<file path="src/hw/nibble_port_pkg.sv">
/*
  shared constants for the nibble register port: address map, field
  positions, reset values and update timing.
  assumes a single 200 MHz clock shared by both ends.
*/
package nibble_port_pkg;
  localparam int DATA_W = 16;
  localparam int ADDR_W = 6;
  localparam int NIBBLES_PER_BYTE = 2;
  localparam int BYTES_PER_BANK = 4;
  // register indices
  localparam logic [5:0] NIBBLE_CONTROL_ZERO_ADDR = 6'h00;
  localparam logic [5:0] READ_LATENCY_RANK0_ADDR = 6'h1c;
  localparam logic [5:0] READ_LATENCY_RANK1_ADDR = 6'h1d;
  localparam logic [5:0] READ_LATENCY_RANK2_ADDR = 6'h1e;
  localparam logic [5:0] READ_LATENCY_RANK3_ADDR = 6'h1f;
  // nibble_control_zero fields and reset value
  localparam int TX_DYNAMIC_DELAY_DISABLE_BIT = 10;
  localparam int CTRL0_READ_ONLY_BIT = 9;
  localparam logic [15:0] CTRL0_WRITE_MASK = 16'h0d7f;
  localparam logic [15:0] NIBBLE_CONTROL_ZERO_RESET = 16'h0003;
  localparam logic [15:0] GENERIC_RESET = 16'h0000;
  // update time of a rank delay register: more than two cycles
  localparam int RANK_UPDATE_CYCLES = 4;
  // shadow to cell commit delay for ordinary registers
  localparam int COMMIT_CYCLES = 1;
  // register bus offsets of the controller end (byte addresses)
  localparam logic [7:0] APB_CMD_OFS = 8'h00;
  localparam logic [7:0] APB_WDATA_OFS = 8'h04;
  localparam logic [7:0] APB_RDATA_OFS = 8'h08;
  localparam logic [7:0] APB_STATUS_OFS = 8'h0c;
endpackage

</file>
<file path="src/hw/slice_register_port_if.sv">
/*
  carrier between the fabric caller and the nibble register port.
  assumes both ends run on ref_clk; no clocking block.
*/
`timescale 1ns/1ps
`default_nettype none
interface slice_register_port_if;
  import nibble_port_pkg::*;
  logic reg_write_strobe;
  logic half_byte_select;
  logic [ADDR_W-1:0] reg_address_bus;
  logic [DATA_W-1:0] reg_write_bus;
  logic [DATA_W-1:0] reg_read_bus;
  logic access_ready;

  modport device (
    input reg_write_strobe,
    input half_byte_select,
    input reg_address_bus,
    input reg_write_bus,
    output reg_read_bus,
    output access_ready
  );
  modport caller (
    output reg_write_strobe,
    output half_byte_select,
    output reg_address_bus,
    output reg_write_bus,
    input reg_read_bus,
    input access_ready
  );
endinterface
`default_nettype wire

</file>
<file path="src/hw/nibble_register_write_port.sv">
/*
  device end: the register port of one nibble slice controller. holds a
  small register file, a shadow stage for fabric writes, arbitration
  against the calibration engine and the rank delay update timer.
  timing at the rising edge of ref_clk:
  - plain write: taken at the edge with strobe, select and ready high;
    the cell holds the new value from that edge on.
  - collision: a fabric write meeting a calibration write in one cycle
    drops access_ready at once; the write waits in the shadow stage and
    lands at the first edge with the calibration write gone.
  - rank delay write: access_ready falls in the next cycle and stays low
    for RANK_CYCLES cycles; the value lands as ready returns.
  - read: select high, strobe low; the addressed cell stands on the
    read bus from the next edge until the next read.
  - strobes while busy are ignored; the caller holds its request
    until access_ready is high again.
  - calibration writes always win; they are never delayed.
  - address map: ctrl0 at index 0x00, rank delay registers at
    0x1c..0x1f; one byte carries two such ports, one per nibble, and a
    bank four bytes.
  limitations: cells at or beyond REG_COUNT read as zero and ignore
    writes; only nibble_control_zero has a write mask; the rank timer is
    eight bits wide and RANK_CYCLES below 3 breaks the update rule.
  assumes the caller obeys access_ready; the calibration engine is
    outside and drives a plain write port on the user side; both ends
    share ref_clk and resetn, so no input needs a synchroniser.
*/
// Our own choice: the APB slave port.
// Notes on behaviour
// - calibration collision drops access_ready
// - collided write lands as ready returns
// - caller waits while access_ready is low
// - rank delay writes drop access_ready
// - rank delay update exceeds two cycles
// - no back-to-back rank delay accesses
// - write needs strobe and select high
// - select picks nibble port in byte
// - bank: four bytes, two nibbles each
// - ctrl0 bit 10 disables tx dynamic delay
// - write data valid with strobe cycle
// - only collided and rank delay writes go via shadow
// - read data appears next cycle
`timescale 1ns/1ps
`default_nettype none
module nibble_register_write_port
  import nibble_port_pkg::*;
#(
  parameter int REG_COUNT = 32,
  parameter int RANK_CYCLES = RANK_UPDATE_CYCLES
) (
  input wire logic ref_clk,
  input wire logic resetn,
  slice_register_port_if.device port,
  input wire logic cal_write,
  input wire logic [ADDR_W-1:0] cal_address,
  input wire logic [DATA_W-1:0] cal_data,
  output logic tx_dynamic_delay_disable,
  output logic rank_update_busy
);
  // idle, collided write held, rank update running
  typedef enum logic [2:0] {
    ST_IDLE = 3'b001,
    ST_HOLD = 3'b010,
    ST_RANK = 3'b100
  } port_state_t;

  // all state in one word; cells are the register file
  typedef struct packed {
    port_state_t state;
    logic [ADDR_W-1:0] shadow_addr;
    logic [DATA_W-1:0] shadow_data;
    logic [7:0] timer;
    logic [DATA_W-1:0] read_data;
    logic [REG_COUNT-1:0][DATA_W-1:0] cells;
  } port_regs_t;

  // registered state and its next value
  port_regs_t state_r;
  port_regs_t state_nxt;

  // the four rank delay registers need the long update
  function automatic logic is_rank(input logic [ADDR_W-1:0] a);
    is_rank = (a == READ_LATENCY_RANK0_ADDR) || (a == READ_LATENCY_RANK1_ADDR) ||
              (a == READ_LATENCY_RANK2_ADDR) || (a == READ_LATENCY_RANK3_ADDR);
  endfunction

  // write merge: masked for ctrl0, whole word elsewhere
  function automatic logic [DATA_W-1:0] merge(input logic [ADDR_W-1:0] a,
                                              input logic [DATA_W-1:0] old_v,
                                              input logic [DATA_W-1:0] new_v);
    // ctrl0 keeps reserved and read-only bits out of software's reach
    if (a == NIBBLE_CONTROL_ZERO_ADDR) begin
      merge = (old_v & ~CTRL0_WRITE_MASK) | (new_v & CTRL0_WRITE_MASK);
    end else begin
      merge = new_v;
    end
  endfunction

  // decoded requests and the ready term
  logic fab_write;
  logic fab_read;
  logic ready;

  // write qualified by strobe and select
  assign fab_write = port.reg_write_strobe && port.half_byte_select;
  assign fab_read = !port.reg_write_strobe && port.half_byte_select;
  // ready low unless idle and no collision
  assign ready = (state_r.state == ST_IDLE) && !(fab_write && cal_write);
  // outputs: ready combinational, data from flip-flops
  assign port.access_ready = ready;
  assign port.reg_read_bus = state_r.read_data;
  // bit 10 exported as tx delay mode control
  assign tx_dynamic_delay_disable =
    state_r.cells[NIBBLE_CONTROL_ZERO_ADDR][TX_DYNAMIC_DELAY_DISABLE_BIT];
  assign rank_update_busy = (state_r.state == ST_RANK);

  // next-state: arbitration, shadow commit, read path
  always_comb begin
    state_nxt = state_r;
    // calibration engine always wins the cell write port
    // the engine cannot be stalled, so the fabric side waits
    if (cal_write && int'(cal_address) < REG_COUNT) begin
      state_nxt.cells[cal_address] = merge(cal_address, state_r.cells[cal_address], cal_data);
    end
    // read data registered one cycle later
    if (fab_read && int'(port.reg_address_bus) < REG_COUNT) begin
      state_nxt.read_data = state_r.cells[port.reg_address_bus];
    end else if (fab_read) begin
      // addresses past the file read as zero
      state_nxt.read_data = GENERIC_RESET;
    end
    // port sequencing
    case (state_r.state)
      ST_IDLE: begin
        if (fab_write) begin
          // data sampled with the strobe cycle
          state_nxt.shadow_addr = port.reg_address_bus;
          state_nxt.shadow_data = port.reg_write_bus;
          if (is_rank(port.reg_address_bus)) begin
            // update timer longer than two cycles
            state_nxt.state = ST_RANK;
            state_nxt.timer = 8'(RANK_CYCLES - 1);
          end else if (cal_write) begin
            // collided write waits for a free port
            state_nxt.state = ST_HOLD;
          end else if (int'(port.reg_address_bus) < REG_COUNT) begin
            // plain write lands at this edge
            state_nxt.cells[port.reg_address_bus] =
              merge(port.reg_address_bus, state_r.cells[port.reg_address_bus], port.reg_write_bus);
          end
        end
      end
      ST_HOLD: begin
        // strobes ignored until shadow committed
        // the caller keeps strobing; its repeat is dropped here
        if (!cal_write) begin
          if (int'(state_r.shadow_addr) < REG_COUNT) begin
            state_nxt.cells[state_r.shadow_addr] =
              merge(state_r.shadow_addr, state_r.cells[state_r.shadow_addr], state_r.shadow_data);
          end
          state_nxt.state = ST_IDLE;
        end
      end
      ST_RANK: begin
        // port stays busy until the update ends
        // timer counts down first; commit also waits for a free port
        if (state_r.timer == 8'h00 && !cal_write) begin
          if (int'(state_r.shadow_addr) < REG_COUNT) begin
            state_nxt.cells[state_r.shadow_addr] = state_r.shadow_data;
          end
          state_nxt.state = ST_IDLE;
        end else if (state_r.timer != 8'h00) begin
          state_nxt.timer = state_r.timer - 8'h01;
        end
      end
      default: begin
        // illegal code: back to idle
        state_nxt.state = ST_IDLE;
      end
    endcase
  end

  // register the whole state; reset values are constants
  always_ff @(posedge ref_clk or negedge resetn) begin
    if (!resetn) begin
      state_r.state <= ST_IDLE;
      state_r.shadow_addr <= '0;
      state_r.shadow_data <= '0;
      state_r.timer <= 8'h00;
      state_r.read_data <= '0;
      // every cell resets to a constant
      for (int i = 0; i < REG_COUNT; i++) begin
        state_r.cells[i] <= (i == 0) ? NIBBLE_CONTROL_ZERO_RESET : GENERIC_RESET;
      end
    end else begin
      // one register stage for all state
      state_r <= state_nxt;
    end
  end

  // one port per nibble; a byte instantiates two of these
  // the caller's select picks this one
  // a bank of four bytes thus holds eight ports, each with
  // its own select line from the caller
endmodule
`default_nettype wire

</file>
<file path="src/flat_wrapper.sv">
// flat-port wrapper written by rule: the top's interface ports become plain ports
module nibble_register_write_port_flat import nibble_port_pkg::*;
#(
  parameter int REG_COUNT = 32,
  parameter int RANK_CYCLES = RANK_UPDATE_CYCLES
)
  (ref_clk, resetn, cal_write, cal_address, cal_data, tx_dynamic_delay_disable, rank_update_busy, port_reg_write_strobe, port_half_byte_select, port_reg_address_bus, port_reg_write_bus, port_reg_read_bus, port_access_ready);
  slice_register_port_if port_i ();
  input wire logic ref_clk;
  input wire logic resetn;
  input wire logic cal_write;
  input wire logic [ADDR_W-1:0] cal_address;
  input wire logic [DATA_W-1:0] cal_data;
  output logic tx_dynamic_delay_disable;
  output logic rank_update_busy;
  input wire logic [$bits(port_i.reg_write_strobe)-1:0] port_reg_write_strobe;
  input wire logic [$bits(port_i.half_byte_select)-1:0] port_half_byte_select;
  input wire logic [$bits(port_i.reg_address_bus)-1:0] port_reg_address_bus;
  input wire logic [$bits(port_i.reg_write_bus)-1:0] port_reg_write_bus;
  output wire logic [$bits(port_i.reg_read_bus)-1:0] port_reg_read_bus;
  output wire logic [$bits(port_i.access_ready)-1:0] port_access_ready;
  assign port_i.reg_write_strobe = port_reg_write_strobe;
  assign port_i.half_byte_select = port_half_byte_select;
  assign port_i.reg_address_bus = port_reg_address_bus;
  assign port_i.reg_write_bus = port_reg_write_bus;
  assign port_reg_read_bus = port_i.reg_read_bus;
  assign port_access_ready = port_i.access_ready;
  nibble_register_write_port #(.REG_COUNT(REG_COUNT), .RANK_CYCLES(RANK_CYCLES)) u_core (.ref_clk(ref_clk), .resetn(resetn), .port(port_i), .cal_write(cal_write), .cal_address(cal_address), .cal_data(cal_data), .tx_dynamic_delay_disable(tx_dynamic_delay_disable), .rank_update_busy(rank_update_busy));
endmodule
</file>
<file path="config.mk">
export PLATFORM = sky130hd
export DESIGN_NAME = nibble_register_write_port_flat
export DESIGN_NICKNAME = d
export VERILOG_FILES = /design/src/hw/nibble_port_pkg.sv /design/src/hw/slice_register_port_if.sv /design/src/hw/nibble_register_write_port.sv /design/src/flat_wrapper.sv
export SDC_FILE = /design/constraint.sdc
export NUM_CORES = 2
export LEC_CHECK = 0
export BUFFER_PORTS_ARGS = -buffer_cell sky130_fd_sc_hd__buf_4
export CELL_PAD_IN_SITES_DETAIL_PLACEMENT = 2
export CELL_PAD_IN_SITES_GLOBAL_PLACEMENT = 2
export CORE_AREA = 4 4 300 302
export DETAILED_ROUTE_END_ITERATION = 10
export DIE_AREA = 0 0 304 306
export GPL_TIMING_DRIVEN = 0
export PLACE_DENSITY = 0.77
export SLEW_MARGIN = 20
export SYNTH_ARGS = -nofsm -noshare
export SYNTH_HDL_FRONTEND = slang
export SYNTH_SLANG_ARGS = --single-unit
export TNS_END_PERCENT = 10
</file>
<file path="constraint.sdc">
create_clock -name ref_clk -period 2.85 [get_ports ref_clk]
set_input_delay 0.285 -clock ref_clk [delete_from_list [all_inputs] [get_ports ref_clk]]
set_output_delay 0.285 -clock ref_clk [all_outputs]
set_load 0.05 [all_outputs]
</file>
==> qor.csv <==
stage,metric,value,unit
placement,place_worst_setup_slack,-2.16,ns
synth,synth_top_area_share,39.3,%
synth,synth_nets,3923,
worst_setup_path,r2r_slack,-0.18,ns
cells_and_area,synthToLayoutAreaGrowth,20.7,%
pwr,ir_worst_vdd,0.000587,V
clock_tree,cts_tree,built,
floorplan,die_area,93000,µm²
timing,maxClockFrequency,318,MHz
timing,finalSetupViolations,298,
worst_setup_path,reg2reg_to,u_core.state_r[361]$_DFF_PN0_,
cells_and_area,layout_commonest_cell,nand2_1,
worst_setup_path,critPathRequiredTime,3.42,ns
clock_tree,cts_max_path_buffers,3,
outcome,status,"finished, violations left",
flow_run,cap_violations,0,
synth,async_flop_share,100,%
synth,synth.area.top_cells,"dfrtp_1 (39%), nand2_1 (7.2%), mux2i_1 (6.9%)",
synth,syn_area_per_cell,9.16,µm²
floorplan,rows,109,
cells_and_area,final_layout_size_suffix_gt1_share,20.8,%
worst_setup_path,worstSetupEndpointType,flop,
outcome,violations,negative setup slack,
worst_setup_path,r2r-start,u_core.state_r[558]$_DFFE_PN1P_,
timing,finalCritPeriodShare,110,%
global_route,grt-ovfl-total,0,
floorplan,io_pins,68,
route,vias_per_cell,7.96,
global_route,grt_antenna_before_repair,19,
worst_setup_path,path_class,in -> reg,
worst_setup_path,rr_worst_depth,7,
timing,hold_violations,0,
clock_tree,cts.sinks,561,
global_route,grt_use_total,55.5,%
synth,synth_edf_count,0,
synth,synth.distinct_cells,94,
route,firstDrtPassIters,8,
min_path,hp-class,in -> async,
clock_tree,numCtsBuffers,71,
pwr,p_total,26.8,mW
worst_setup_path,worstPathArrival,3.72,ns
timing,fin_skew,0.0338,ns
cells_and_area,design_area,42800,µm²
floorplan,core_area,87700,µm²
worst_setup_path,path_max_fanout,10,
floorplan,chipWidth,304,µm
cells_and_area,fillers,9271,
timing,relSlewSlack,13.9,%
cells_and_area,fin_util,48.9,%
timing,drv_slew,0,
clock_tree,htreeDepth,3,
synth,syn_area,35500,µm²
floorplan,initial_utilization,40.5,%
synth,synthFlopType,dfrtp_1,
worst_setup_path,crit_path_top_delay_cell,clkbuf_1,
synth,yosysTopAreaCell,dfrtp_1,
timing,min_period,3.15,ns
timing,worst-slew-pin-transition,1.29,ns
clock_tree,cts_root_buf,clkbuf_16,
route,dr.first_iter.drc_count,7343,
timing,rsz0062_at_grt,true,
route,via_count,42500,
cells_and_area,final_cell_mix,"nand2_1 (669), dfrtp_1 (557), mux2i_1 (236), a21oi_1 (236), a221o_1 (213)",
placement,dpl_cell_area,38100,µm²
clock_tree,clkTransAtPathRegs,0.06,ns
timing,setup_tns,-22.85,ns
cells_and_area,fin_nets,4166,
route,wire_per_inst,50.6,µm
placement,numPortBuffers,59,
route,drt.antenna.violating_nets,0,
timing,whs,0.0129,ns
synth,synth_seq_area_share,39.6,%
global_route,grt_max_degree,95,
placement,hpwl,201000,µm
route,postRouteWirelength,270000,µm
pwr,p_leak,17.5,nW
floorplan,dieHeight,306,µm
route,drc_errors,0,
timing,setup_slack,-0.298,ns
synth,synth_seq_cells,561,
worst_setup_path,cp-start-kind,primary input,
synth,ys.warnings.count,0,
synth,syn_inst,3873,
global_route,grt_pass1_wl,359000,µm
worst_setup_path,critPathTopFamily,buffers and inverters,
global_route,grt_pass1_vias,42800,
placement,globalplace.congestion,1.07,
clock_tree,worstSkewPairLatency,0.71,ns
worst_setup_path,max_stage_delay,0.84,ns
placement,dp.cells,5127,
worst_setup_path,cp_num_buf_inv,3,
cells_and_area,final_cells,5340,
worst_setup_path,path_cells,buf_4 > clkbuf_1 > nor3b_2 > nand2_1 > clkbuf_1 > nand2_1 > a21oi_1 > a221o_1,
pwr,p_per_area,626,nW/µm²
==> power by group <==
part / switching [mW] / internal [mW]
logic: 4.71 / 2.41
clock network: 4.30 / 5.28
registers: 0.979 / 9.12
==> synthesized netlist by cell type, types with 7 or more instances <==
| master | instances |
|---|---|
| buf_2 | 109 |
| o31ai_1 | 15 |
| a31oi_1 | 9 |
| inv_1 | 14 |
| a22oi_1 | 63 |
| o22ai_1 | 117 |
| nand3_1 | 61 |
| buf_4 | 21 |
| nand2_1 | 679 |
| or3_1 | 41 |
| buf_1 | 34 |
| o21ai_0 | 218 |
| nand4_1 | 41 |
| a21oi_2 | 8 |
| mux2i_1 | 244 |
| nor2_1 | 192 |
| dfrtp_1 | 558 |
| and3b_1 | 8 |
| a221o_1 | 213 |
| a21oi_1 | 256 |
| a32oi_1 | 9 |
| and3_1 | 16 |
| clkbuf_1 | 244 |
| nor3_1 | 48 |
| nor3b_1 | 9 |
| mux2_2 | 34 |
| or3b_2 | 8 |
| a21o_1 | 38 |
| nand2b_1 | 21 |
| o22a_1 | 10 |
| nor4_1 | 23 |
| nor2b_1 | 14 |
| and2_1 | 27 |
| a211o_1 | 45 |
| o21a_1 | 10 |
| o211a_1 | 7 |
| a2bb2oi_1 | 25 |
| nand3b_1 | 9 |
| nand4bb_1 | 9 |
| mux4_2 | 82 |
| o221ai_1 | 50 |
| a211oi_1 | 15 |
| o211ai_1 | 88 |
==> what timing repair did <==
action,in CTS,in global routing
hold buffers,9,0
pin swaps,41,12
cloned,0,1
setup endpoints to repair,562,497
resized for setup,366,164
endpoints found under the hold margin,262,0
setup buffers,66,18
==> cell type report <==
| class | count | area, µm² | area share [%] |
|---|---|---|---|
| antenna | 12 | 30.0 | 0.0701 |
| timing repair buffer | 183 | 1730 | 4.03 |
| buffer | 396 | 2340 | 5.47 |
| clock buffer | 102 | 2030 | 4.75 |
| multi-input combinational | 2887 | 20900 | 48.7 |
| tap | 1165 | 1460 | 3.40 |
| sequential | 561 | 14000 | 32.8 |
| inverter | 16 | 65.1 | 0.152 |
| clock inverter | 18 | 272 | 0.634 |
==> logic make-up after synthesis <==
family	share of synthesized area [%]
simple gates	16.7
compound gates	25.3
fa+ha+maj	0.0352
flops	39.6
xor+xnor	0.0494
mux	13.2
buf+inv	5.12
==> flip-flops by register name (all words and copies together), names as in the netlist <==
signal,flops
u_core.state_r,544
u_core.port.reg_read_bus,16
u_core.tx_dynamic_delay_disable,1
==> how the worst max path moves through the flow <==
stage | from | end | slack (ns) | depth (start not counted)
global placement | resetn | u_core.state_r[121]$_DFF_PN0_ | -5.45 | 1
detailed placement | u_core.state_r[558]$_DFFE_PN1P_ | u_core.state_r[45]$_DFF_PN0_ | -2.16 | 6
floorplan | u_core.state_r[559]$_DFFE_PN0P_ | u_core.state_r[153]$_DFF_PN0_ | 0.20 | 9
global route | u_core.state_r[560]$_DFFE_PN0P_ | u_core.state_r[262]$_DFF_PN0_ | -0.15 | 10
CTS | cal_write | port_access_ready | -0.16 | 8
finish | cal_address[3] | u_core.state_r[148]$_DFF_PN0_ | -0.30 | 8
==> metal layers <==
layer	global-route usage [%]	wire, µm	vias to the layer above
met3	27.5	42300	1436
met2	77.1	106000	4309
li1	-	-	15100
met4	42.1	26800	8
met5	0.101	211	-
met1	65.5	94900	21700
Note: power is estimated with default switching activity, not from simulation.
